**src/design/ssc_pkg.sv**
```systemverilog
// Purpose: Constants and carriers for the synchronous serial channel.
// Assumes: 40 MHz system clock; registers reached over a plain strobe port.
// Notes:   Register offsets are word indices on the plain port.
package ssc_pkg;
  localparam logic [2:0]  ADDR_CTRL   = 3'h0;
  localparam logic [2:0]  ADDR_RELOAD = 3'h1;
  localparam logic [2:0]  ADDR_TXDATA = 3'h2;
  localparam logic [2:0]  ADDR_RXDATA = 3'h3;
  localparam logic [2:0]  ADDR_STATUS = 3'h4;
  // Control register fields.
  localparam int          CTRL_ENABLE = 15;
  localparam int          CTRL_MASTER = 14;
  localparam int          CTRL_HALFDX = 8;
  localparam int          CTRL_PHASE  = 6;
  localparam int          CTRL_POL    = 5;
  localparam int          CTRL_LSBF   = 4;
  localparam int          CTRL_WLO    = 0;
  localparam int          WIDTH_BITS  = 4;
  localparam logic [15:0] CTRL_RESET  = 16'h0007;
  localparam logic [15:0] RELOAD_RESET = 16'h0001;
  localparam logic        PRESCALE_MAX = 1'b1;

  typedef struct packed {
    logic       enable;
    logic       master;
    logic       half_duplex;
    logic       phase;
    logic       polarity;
    logic       lsb_first;
    logic [3:0] width_m1;
  } ctrl_s;

  typedef struct packed {
    logic sclk;
    logic mosi;
    logic mosi_oe;
    logic sclk_oe;
  } link_out_s;
endpackage

```
**src/design/ssc_fifo.sv**
```systemverilog
`timescale 1ns/10ps
// Purpose: Small synchronous FIFO with valid/ready on both sides.
// Assumes: One clock, asynchronous active high reset.
// Notes:   Depth must be a power of two.
module ssc_fifo #(
  parameter int WIDTH = 16,
  parameter int DEPTH = 8
) (
  input  wire logic             mclk_i,    // System clock.
  input  wire logic             rst_i,     // Asynchronous reset.
  input  wire logic [WIDTH-1:0] in_data_i, // Write data.
  input  wire logic             in_valid_i,// Write request.
  output logic                  in_ready_o,// Not full.
  output logic [WIDTH-1:0]      out_data_o,// Head word.
  output logic                  out_valid_o,// Not empty.
  input  wire logic             out_ready_i // Pop request.
);
  localparam int AW = $clog2(DEPTH);
  initial begin
    if (DEPTH < 2 || (1 << AW) != DEPTH) $error("DEPTH must be a power of two");
  end
  logic [WIDTH-1:0] mem [DEPTH];
  logic [AW:0]      wptr;
  logic [AW:0]      rptr;
  logic [AW:0]      next_wptr;
  logic [AW:0]      next_rptr;
  logic             push;
  logic             pop;

  always_comb begin
    in_ready_o  = (wptr - rptr) != (AW+1)'(DEPTH);
    out_valid_o = wptr != rptr;
    push        = in_valid_i && in_ready_o;
    pop         = out_ready_i && out_valid_o;
    next_wptr   = push ? wptr + 1'b1 : wptr;
    next_rptr   = pop ? rptr + 1'b1 : rptr;
  end

  always_ff @(posedge mclk_i or posedge rst_i) begin
    if (rst_i) begin
      wptr       <= '0;
      rptr       <= '0;
      out_data_o <= '0;
    end else begin
      wptr <= next_wptr;
      rptr <= next_rptr;
      if (push) begin
        mem[wptr[AW-1:0]] <= in_data_i;
      end
      out_data_o <= mem[next_rptr[AW-1:0]];
      if (push && (next_rptr == wptr)) begin
        out_data_o <= in_data_i;
      end
    end
  end
endmodule

```
**src/design/sync_serial_channel.sv**
```systemverilog
// Added by the designer: the register addresses and strobed register access.
`timescale 1ns/10ps
// Purpose: Synchronous serial channel with its own down-counting baud generator.
// Assumes: Pins arrive asynchronously; software keeps the reload nonzero.
// Notes:   Transmit side holds an 8-word FIFO ahead of the shift register.
module sync_serial_channel
  import ssc_pkg::*;
#(
  parameter int FIFO_DEPTH = 8
) (
  input  wire logic                mclk_i,    // 40 MHz system clock.
  input  wire logic                rst_i,     // Asynchronous reset, high.
  input  wire logic [2:0]          addr_i,    // Register word index.
  input  wire logic [15:0]         wdata_i,   // Write data.
  input  wire logic                wr_i,      // Write strobe.
  input  wire logic                rd_i,      // Read strobe.
  output logic [15:0]              rdata_o,   // Read data, cycle after rd_i.
  input  wire logic                sclk_i,    // Shift clock pin in.
  input  wire logic                miso_i,    // Serial data in.
  output ssc_pkg::link_out_s       link_o     // Clock and data pins out.
);
  import ssc_pkg::*;

  // ==========================================================
  // Pin synchronisers
  logic [1:0] sclk_sync;
  logic [1:0] miso_sync;
  logic       sclk_last;
  always_ff @(posedge mclk_i or posedge rst_i) begin
    if (rst_i) begin
      sclk_sync <= '0;
      miso_sync <= '0;
      sclk_last <= 1'b0;
    end else begin
      sclk_sync <= {sclk_sync[0], sclk_i};
      miso_sync <= {miso_sync[0], miso_i};
      sclk_last <= sclk_sync[1];
    end
  end

  // ==========================================================
  // Registers
  ctrl_s       ctrl;
  logic [15:0] ctrl_word;
  logic [15:0] reload;
  logic [15:0] next_ctrl_word;
  logic [15:0] next_reload;
  logic [15:0] rx_hold;
  logic        rx_full;
  logic        rx_overrun;
  logic [15:0] count;
  logic        busy;
  logic        fifo_in_ready;
  logic [15:0] fifo_data;
  logic        fifo_valid;
  logic        fifo_pop;

  always_comb begin
    ctrl.enable      = ctrl_word[CTRL_ENABLE];
    ctrl.master      = ctrl_word[CTRL_MASTER];
    ctrl.half_duplex = ctrl_word[CTRL_HALFDX];
    ctrl.phase       = ctrl_word[CTRL_PHASE];
    ctrl.polarity    = ctrl_word[CTRL_POL];
    ctrl.lsb_first   = ctrl_word[CTRL_LSBF];
    ctrl.width_m1    = ctrl_word[CTRL_WLO +: WIDTH_BITS];
    next_ctrl_word   = ctrl_word;
    next_reload      = reload;
    if (wr_i && addr_i == ADDR_CTRL) begin
      next_ctrl_word = wdata_i;
    end
    if (wr_i && addr_i == ADDR_RELOAD && !ctrl.enable) begin
      next_reload = wdata_i;
    end
  end

  logic [15:0] next_rdata;
  always_comb begin
    next_rdata = 16'h0000;
    if (rd_i) begin
      unique case (addr_i)
        ADDR_CTRL:   next_rdata = ctrl_word;
        ADDR_RELOAD: next_rdata = ctrl.enable ? count : reload;
        ADDR_RXDATA: next_rdata = rx_hold;
        ADDR_STATUS: next_rdata = {12'h000, rx_overrun, rx_full, busy, fifo_in_ready};
        default:     next_rdata = 16'h0000;
      endcase
    end
  end

  always_ff @(posedge mclk_i or posedge rst_i) begin
    if (rst_i) begin
      ctrl_word <= CTRL_RESET;
      reload    <= RELOAD_RESET;
      rdata_o   <= 16'h0000;
    end else begin
      ctrl_word <= next_ctrl_word;
      reload    <= next_reload;
      rdata_o   <= next_rdata;
    end
  end

  // ==========================================================
  // Transmit buffer: software writes land here while a shift runs.
  ssc_fifo #(.WIDTH(16), .DEPTH(FIFO_DEPTH)) tx_fifo (
    .mclk_i      (mclk_i),
    .rst_i       (rst_i),
    .in_data_i   (wdata_i),
    .in_valid_i  (wr_i && addr_i == ADDR_TXDATA),
    .in_ready_o  (fifo_in_ready),
    .out_data_o  (fifo_data),
    .out_valid_o (fifo_valid),
    .out_ready_i (fifo_pop)
  );

  // ==========================================================
  // Baud generator: half-rate prescaler then 16-bit down counter.
  logic        prescale;
  logic        next_prescale;
  logic [15:0] mid_count;
  logic        load_word;
  logic [15:0] next_count;
  logic        half_tick;
  always_comb begin
    next_prescale = 1'b0;
    next_count    = count;
    half_tick     = 1'b0;
    mid_count     = 16'(({1'b0, reload} + 17'h00001) >> 1);
    load_word     = ctrl.enable && !busy && fifo_valid;
    // A new word restarts the timer, so its first edge is a full half bit away.
    if (!ctrl.enable || load_word) begin
      next_count = reload;
    end else begin
      next_prescale = prescale ^ 1'b1;
      // Underflow ends a bit; the matching mid-count phase splits it in halves.
      if (prescale == reload[0] && count == mid_count) begin
        half_tick = 1'b1;
      end
      if (prescale == PRESCALE_MAX) begin
        if (count == 16'h0000) begin
          next_count = reload;
          half_tick  = 1'b1;
        end else begin
          next_count = count - 16'h0001;
        end
      end
    end
  end
  always_ff @(posedge mclk_i or posedge rst_i) begin
    if (rst_i) begin
      prescale <= 1'b0;
      count    <= RELOAD_RESET;
    end else begin
      prescale <= next_prescale;
      count    <= next_count;
    end
  end

  // ==========================================================
  // Shift engine. A shift edge and a sample edge alternate each half bit.
  logic [15:0] shreg;
  logic [15:0] next_shreg;
  logic [15:0] rxreg;
  logic [15:0] next_rxreg;
  logic [4:0]  edges;
  logic [4:0]  next_edges;
  logic        sclk_int;
  logic        next_sclk_int;
  logic        next_busy;
  logic [15:0] next_rx_hold;
  logic        next_rx_full;
  logic        next_rx_overrun;
  logic        lead_edge;
  logic        trail_edge;
  logic        sample_now;
  logic        shift_now;
  logic        in_bit;
  logic        out_bit;
  logic        sclk_rise;
  logic        sclk_fall;

  always_comb begin
    sclk_rise  = sclk_sync[1] && !sclk_last;
    sclk_fall  = !sclk_sync[1] && sclk_last;
    // Slave edges come from the external master, master edges from the timer.
    lead_edge  = ctrl.master ? (half_tick && !sclk_int) : (ctrl.polarity ? sclk_fall : sclk_rise);
    trail_edge = ctrl.master ? (half_tick && sclk_int)  : (ctrl.polarity ? sclk_rise : sclk_fall);
    sample_now = busy && (ctrl.phase ? trail_edge : lead_edge);
    shift_now  = busy && (ctrl.phase ? lead_edge : trail_edge);
    in_bit     = miso_sync[1];
    out_bit    = ctrl.lsb_first ? shreg[0] : shreg[ctrl.width_m1];
    fifo_pop   = 1'b0;
    next_shreg = shreg;
    next_rxreg = rxreg;
    next_edges = edges;
    next_busy  = busy;
    next_sclk_int = sclk_int;
    next_rx_hold  = rx_hold;
    next_rx_full  = rx_full && !(rd_i && addr_i == ADDR_RXDATA);
    next_rx_overrun = rx_overrun && !(wr_i && addr_i == ADDR_STATUS);
    if (!ctrl.enable) begin
      next_busy     = 1'b0;
      next_sclk_int = 1'b0;
    end else if (!busy) begin
      if (fifo_valid) begin
        fifo_pop   = 1'b1;
        next_shreg = fifo_data;
        next_rxreg = 16'h0000;
        next_busy  = 1'b1;
        next_edges = 5'h00;
      end
    end else begin
      if (ctrl.master && half_tick) begin
        next_sclk_int = !sclk_int;
      end
      // With late phase the first bit is already out, so the first lead edge keeps it.
      if (shift_now && !(ctrl.phase && edges == 5'h00)) begin
        if (ctrl.lsb_first) begin
          next_shreg = {1'b0, shreg[15:1]};
        end else begin
          next_shreg = {shreg[14:0], 1'b0};
        end
      end
      // Received bits go to their own register so no unsent bit is overwritten.
      if (sample_now) begin
        if (ctrl.lsb_first) begin
          next_rxreg = {1'b0, rxreg[15:1]};
          next_rxreg[ctrl.width_m1] = in_bit;
        end else begin
          next_rxreg = {rxreg[14:0], in_bit};
        end
      end
      if (lead_edge || trail_edge) begin
        next_edges = edges + 5'h01;
        if (edges == {ctrl.width_m1, 1'b1}) begin
          next_busy = 1'b0;
          if (!ctrl.half_duplex || !ctrl.master) begin
            next_rx_hold    = next_rxreg;
            next_rx_overrun = next_rx_overrun || rx_full;
            next_rx_full    = 1'b1;
          end
        end
      end
    end
  end

  always_ff @(posedge mclk_i or posedge rst_i) begin
    if (rst_i) begin
      shreg      <= 16'h0000;
      rxreg      <= 16'h0000;
      edges      <= 5'h00;
      busy       <= 1'b0;
      sclk_int   <= 1'b0;
      rx_hold    <= 16'h0000;
      rx_full    <= 1'b0;
      rx_overrun <= 1'b0;
      link_o     <= '0;
    end else begin
      shreg      <= next_shreg;
      rxreg      <= next_rxreg;
      edges      <= next_edges;
      busy       <= next_busy;
      sclk_int   <= next_sclk_int;
      rx_hold    <= next_rx_hold;
      rx_full    <= next_rx_full;
      rx_overrun <= next_rx_overrun;
      link_o.sclk    <= sclk_int ^ ctrl.polarity;
      link_o.sclk_oe <= ctrl.enable && ctrl.master;
      link_o.mosi    <= out_bit;
      link_o.mosi_oe <= ctrl.enable && (ctrl.master || busy);
    end
  end
endmodule

```
**config.mk**
```make
export PLATFORM = sky130hd
export DESIGN_NAME = sync_serial_channel
export DESIGN_NICKNAME = d
export VERILOG_FILES = /design/src/design/ssc_pkg.sv /design/src/design/ssc_fifo.sv /design/src/design/sync_serial_channel.sv
export SDC_FILE = /design/constraint.sdc
export NUM_CORES = 1
export LEC_CHECK = 0
export ABC_AREA = 1
export BUFFER_PORTS_ARGS = -buffer_cell sky130_fd_sc_hd__buf_2
export CAP_MARGIN = 10
export CORE_MARGIN = 8
export CORE_UTILIZATION = 45
export DETAILED_ROUTE_END_ITERATION = 12
export GPL_TIMING_DRIVEN = 0
export SLEW_MARGIN = 10
export SYNTH_ARGS = -nofsm -noshare
export SYNTH_HDL_FRONTEND = slang
export SYNTH_SLANG_ARGS = --single-unit
```
**constraint.sdc**
```tcl
create_clock -name mclk_i -period 7.5 [get_ports mclk_i]
set_input_delay 0.75 -clock mclk_i [delete_from_list [all_inputs] [get_ports mclk_i]]
set_output_delay 0.75 -clock mclk_i [all_outputs]
set_load 0.005 [all_outputs]
```
==> results_dict.tcl, run 1 <==
set metrics [dict create \
    status "complete, no violations" \
    core_sq_um 30300 \
    fin_crit_ns 3.69 \
    path_class "register to register" \
    syn2layout_area_growth_pct 15.2 \
    clockBufferDepth 3 \
    die_y_microns 190 \
    fin_nets 1617 \
    critPathLaunchType "register" \
    pwr-share-clk_pct 29.3 \
    num_vias 11100 \
    first_pass_iters 7 \
    synth-seq-cells 283 \
    rsz0062_at_grt "no" \
    cts-resized-gates 0 \
    first_global_vias 11000 \
    timing.rr.start "tx_fifo.wptr[0]" \
    stdcell_area_sq_um 15800 \
    slew_viol_final 0 \
    dr.first_iter.drc_count 1170 \
    vdd_drop_max_mv 0.199 \
    min_period_over_period_pct 49.2 \
    wl_microns 39500 \
    synth_cell_types 48 \
    port_buffers 44 \
    ctsHoldBuffers 0 \
    critPathLaunch "tx_fifo.wptr[0]" \
    worstPathCellList "clkbuf_1 -> inv_1 -> ha_1 -> nand2_1 -> inv_1 -> nand3_1 -> nand3_1 -> o21ai_1 -> clkbuf_1 -> o21ai_0 -> o221ai_1 -> o211ai_1 -> o21ai_1" \
    power_density_nw_per_um2 366 \
    fin_skew_ns 0.0145 \
    grt_pass1_wl_microns 62000 \
    die_area_sq_um 36200 \
    syn_inst 1486 \
    grt_antenna_before_repair 1 \
    hpwl_microns 27900 \
    critical-path-top-delay-family "compound AO/OA/AOI/OAI gates" \
    cpPeakStageDelay_ns 0.66 \
    worstMarginPinSlew_ns 1.24 \
    synth_area_sq_um 13700 \
    comb_power_share_pct 34.8 \
    slowest_stage "o21ai_1" \
    maxSlewHeadroom_pct 16.6 \
    htree_levels 2 \
    clkTransAtPathRegs_ns 0.06 \
    ys_top_cells_by_count "nand2_1 (318), o21ai_0 (174), dfrtp_1 (150)" \
    setup_violations 0 \
    clock_latency_ns 0.51 \
    synth_edf_count 128 \
    p_seq_share_pct 35.9 \
    synth_ff_type "dfrtp_1" \
    switching_share_pct 38.7 \
    synth.avg_cell_area_sq_um 9.20 \
    yosysTopAreaCell "edfxtp_1" \
    leakage_nw 6.78 \
    crit_required_ns 7.93 \
    cp_max_fo 10 \
    internal_power_mw 3.54 \
    io_pins 45 \
    hold_viol_final 0 \
    setup.worst_path.end_class "register" \
    finalWeightedCongestion 0.900 \
    drcViolationCount 0 \
    clock_sinks 283 \
    yosysWarnings 0 \
    grt_max_degree 103 \
    avgRoutedWirePerCell_microns 19.7 \
    ys_seq_area_share_pct 56.5 \
    syn-num-nets 1520 \
    synth_top_area_share_pct 28.1 \
    start_util_pct 45.2 \
    grt-ovfl-total 0 \
    cts-buffers-inserted 34 \
    hold_path.class "input port to asynchronous set/reset pin" \
    cts_tree "built" \
    synth.most_common_cell "nand2_1" \
    switchingPower_mw 2.23 \
    diodes 0 \
    die_w_microns 190 \
    cts_root_buf "clkbuf_16" \
    max_freq_ghz 0.271 \
    routed_via_density 5.56 \
    timing.hold.ws_ns 0.291 \
    synth_area_leaders "edfxtp_1 (28%), dfrtp_1 (27%), nand2_1 (8.7%)" \
    grt_use_total_pct 21.8 \
    place_area_sq_um 14600 \
    rows 64 \
    cap_violations 0 \
    worstPathArrival_ns 4.13 \
    cts_setup_buffers 0 \
    drive_above_1_share_pct 12.0 \
    synthArstFlopShare_pct 54.8 \
    path_buf_inv 4 \
    antenna_left 0 \
]
==> stage by stage <==
stage | worst slack [ns] | setup TNS (ns) | cells | util (%) | power [mW]
after CTS | 3.83 | 0 | 2004 | 52.1 | 5.78
after floorplan | 1.22 | 0 | 1486 | - | 3.41
after detailed placement | 3.85 | 0 | 1943 | 48.2 | 4.08
final | 3.81 | 0 | 2004 | 52.1 | 5.77
after global routing | 3.46 | 0 | 2004 | 52.1 | 6.11
after global placement | -1.78 | -159.99 | 1926 | 47.5 | 4.04
==> kinds of logic (layout without fill, tap and decap cells) <==
kind of cell,count (synthesis),after routing,synth area share [%]
AND/OR/NAND/NOR,611,611,19.6
flip-flops,283,283,56.5
buffers and inverters,227,349,6.72
adder cells (fa/ha/maj),9,9,0.824
AO/OA/AOI/OAI,331,331,14.7
XOR/XNOR,25,25,1.66
==> state kept, by name (all words and copies together), names as in the netlist, 4 cells and up <==
register            cells
rx_hold                16
rxreg                  16
reload                 16
edges                   5
rdata_o                16
ctrl_word              16
tx_fifo.out_data_o     16
shreg                  16
tx_fifo.mem           128
count                  16
tx_fifo.rptr            4
link_o                  4
tx_fifo.wptr            4
==> per-layer routing <==
| metal | GRT usage (%) | vias up | share of wire (%) |
|---|---|---|---|
| met5 | 0 | - | 0.028 |
| li1 | - | 5311 | - |
| met1 | 29.0 | 5362 | 44 |
| met3 | 2.98 | 91 | 5.7 |
| met4 | 8.20 | 2 | 3.5 |
| met2 | 36.0 | 379 | 47 |
==> cells in the final DEF, fill, tap and decap left out, types with 3 or more instances in the layout <==
cell / instances
a211oi_1: 8
a21oi_1: 14
a221oi_1: 11
buf_1: 3
buf_2: 65
buf_4: 11
buf_6: 9
bufinv_16: 3
clkbuf_1: 49
clkbuf_16: 35
clkbuf_8: 7
clkinv_1: 4
clkinv_2: 5
dfrtp_1: 150
dfstp_2: 5
edfxtp_1: 128
ha_1: 9
inv_1: 146
inv_2: 5
nand2_1: 318
nand2_2: 10
nand3_1: 85
nand3_2: 7
nand4_1: 28
nor2_1: 133
nor2_2: 4
nor2_4: 3
nor3_1: 4
nor3_2: 7
o211ai_1: 22
o21ai_0: 174
o21ai_1: 17
o221ai_1: 34
o22ai_1: 30
o311ai_0: 14
xnor2_1: 8
xor2_1: 16
==> power groups by stage <==
stage                     clock network (mW)  logic, mW  registers, mW
after global routing                    1.78       2.23           2.10
final                                   1.69       2.01           2.07
after floorplan                            0       1.38           2.03
after CTS                               1.71       2.00           2.07
after detailed placement                   0       1.99           2.09
after global placement                     0       1.95           2.09
==> final timing paths <==
path	to	cells after the start	slack [ns]
min in group mclk_i	miso_sync[0]	1	0.34
max reg2reg	tx_fifo.out_data_o[12]	13	3.81
max	tx_fifo.out_data_o[12]	13	3.81
min	count[3]	2	0.29
max in group asynchronous	ctrl_word[2]	3	6.34
min reg2reg	sclk_sync[1]	0	0.35
==> layout make-up <==
class | instances | area [sq um]
flip-flops and latches | 283 | 7730
repair buffers | 61 | 388
clock inverters | 12 | 155
well taps | 396 | 495
multi-input cells | 976 | 5070
plain buffers | 71 | 333
inverters | 156 | 593
fillers | 2840 | 14500
clock buffers | 49 | 998
No activity file was read; power rests on OpenSTA's default activity.
==> inputs of run 2 (changes only) <==
==> constraint.sdc (replaced) <==
create_clock -name mclk_i -period 3.8 [get_ports mclk_i]
set_input_delay 0.38 -clock mclk_i [delete_from_list [all_inputs] [get_ports mclk_i]]
set_output_delay 0.38 -clock mclk_i [all_outputs]
set_load 0.005 [all_outputs]
==> run 2 against run 1 <==
Via count is 0.67% higher. Non-clock buffer count is 8 higher. Routed wire length fell by 1.1%. Sequential share of layout area increased by 0.070 points. Sequential power is 98% higher. Critical endpoint is now tx_fifo.mem[6][3]. Utilization is 0.074 points lower.
==> results_dict.tcl, run 2 (synthesis gave the netlist of run 1 again) <==
set metrics [dict create \
    status "complete, no violations" \
    cap_violations 0 \
    diodes 0 \
    port_buffers 44 \
    antenna_left 0 \
    wl_microns 39000 \
    grt_use_total_pct 21.4 \
    htree_levels 1 \
    slew_viol_final 0 \
    cts-buffers-inserted 31 \
    layout_commonest_cell "nand2_1" \
    switchingPower_mw 4.37 \
    core_sq_um 30300 \
    switching_share_pct 39.7 \
    finish.utilization_pct 52.0 \
    setup_violations 0 \
    p_seq_share_pct 37.1 \
    die_w_microns 190 \
    dr.first_iter.drc_count 1056 \
    vdd_drop_max_mv 0.391 \
    largest_reg_flops 128 \
    maxSlewHeadroom_pct 42.9 \
    first_pass_iters 6 \
    die_area_sq_um 36200 \
    clkTransAtPathRegs_ns 0.06 \
    grt_max_degree 34 \
    internal_power_mw 6.64 \
    clockBufferDepth 3 \
    grt-ovfl-total 0 \
    mostFrequentLayoutCells "nand2_1 (317), o21ai_0 (174), dfrtp_1 (150)" \
    cp_max_fo 7 \
    cts_tree "built" \
    min_period_over_period_pct 93.5 \
    fillers 2800 \
    setup.worst_path.end_class "register" \
    cts_root_buf "clkbuf_16" \
    hold_path.class "input port to register" \
    hold_viol_final 0 \
    critPathLaunchType "register" \
    io_pins 45 \
    hpwl_microns 28000 \
    pwr-share-clk_pct 26.5 \
    drive_above_1_share_pct 12.1 \
    num_vias 11200 \
    power_density_nw_per_um2 700 \
    leakage_nw 6.77 \
    fin_skew_ns 0.0126 \
    finalWeightedCongestion 0.903 \
    grt_pass1_wl_microns 61000 \
    clock_latency_ns 0.57 \
    drcViolationCount 0 \
    die_y_microns 190 \
    comb_power_share_pct 36.4 \
    avgRoutedWirePerCell_microns 19.5 \
    path_class "register to register" \
    clock_sinks 283 \
    grt_antenna_before_repair 1 \
    start_util_pct 45.2 \
    fin_nets 1622 \
    rows 64 \
    crit_required_ns 4.06 \
    max_freq_ghz 0.281 \
    syn2layout_area_growth_pct 15.1 \
    worstPathArrival_ns 3.82 \
    fin_crit_ns 3.55 \
    first_global_vias 10800 \
    tns_ns 0 \
    routed_via_density 5.59 \
    worstMarginPinSlew_ns 0.850 \
]
run 2: changes by cell type in the layout (fill, tap and decap cells not counted), sizes merged:
cell         before  now
buf              90   95
bufinv            3    2
dlygate4sd3       0    3
clkinvlp          2    4
inv             153  152
clkinv           10   16
clkbuf           91   80
run 2: worst paths after layout:
path	endpoint	depth (start not counted)	slack, ns	from
max reg2reg	tx_fifo.mem[6][3]	14	0.25	tx_fifo.wptr[0]
max in group asynchronous	ctrl_word[2]	7	2.11	rst_i
min	rdata_o[7]	3	0.09	rd_i
max	tx_fifo.mem[6][3]	14	0.25	tx_fifo.wptr[0]
min reg2reg	sclk_sync[1]	0	0.34	sclk_sync[0]
min in group asynchronous	count[5]	3	0.42	rst_i
run 2: critical path, cell delays in order, from the launching register on:
cell,delay (ns)
dfrtp_1,0.38
clkbuf_2,0.22
inv_1,0.28
ha_1,0.21
inv_1,0.04
a21oi_1,0.19
inv_1,0.06
a21oi_1,0.16
xnor2_1,0.08
nand3_1,0.18
nand3_1,0.24
inv_1,0.25
nand2_1,0.15
nor4_4,0.48
buf_2,0.32
run 2: area by class of cell:
cell class,instances,area (sq um),area share (%)
flip-flops and latches,283,7730,49.1
multi-input cells,976,5110,32.5
clock buffers,38,832,5.29
inverters,156,589,3.75
repair buffers,69,499,3.17
well taps,396,495,3.15
plain buffers,71,334,2.12
clock inverters,18,150,0.954
run 2: power groups by stage:
stage | Clock [mW] | Sequential [mW] | Combinational [mW]
2_1_floorplan | 0 | 4.01 | 2.72
3_3_place_gp | 0 | 4.13 | 3.85
3_5_place_dp | 0 | 4.13 | 3.93
4_1_cts | 2.97 | 4.08 | 3.97
5_1_grt | 3.08 | 4.14 | 4.45
6_report | 2.91 | 4.09 | 4.01
run 2: per-stage QoR:
step / total power, mW / hold slack (ns) / area (sq um) / cells / setup WS [ns]
3_5_place_dp: 8.06 / 0.336 / 14600 / 1943 / -0.00563
6_report: 11.0 / 0.0901 / 15700 / 2007 / 0.246
3_3_place_gp: 7.98 / 0.332 / 14400 / 1926 / -2.35
5_1_grt: 11.7 / 0.0891 / 15700 / 2007 / -0.00461
2_1_floorplan: 6.73 / 0.331 / 13700 / 1486 / -0.217
4_1_cts: 11.0 / 0.0754 / 15700 / 2002 / -0.00631
run 2: routing by layer:
| metal | vias to the layer above | track usage [%] | routed length, microns |
|---|---|---|---|
| li1 | 5335 | - | - |
| met1 | 5390 | 28.6 | 16800 |
| met2 | 385 | 35.2 | 18400 |
| met3 | 108 | 3.26 | 2380 |
| met4 | 2 | 7.19 | 1470 |
| met5 | - | 0 | 8 |
run 2: repair_timing:
action,4_1_cts,5_1_grt
resized for setup,2,7
hold buffers,3,0
endpoints found under the hold margin,18,0
buffers inserted,0,4
setup endpoints to repair,8,91
pin swaps,0,2
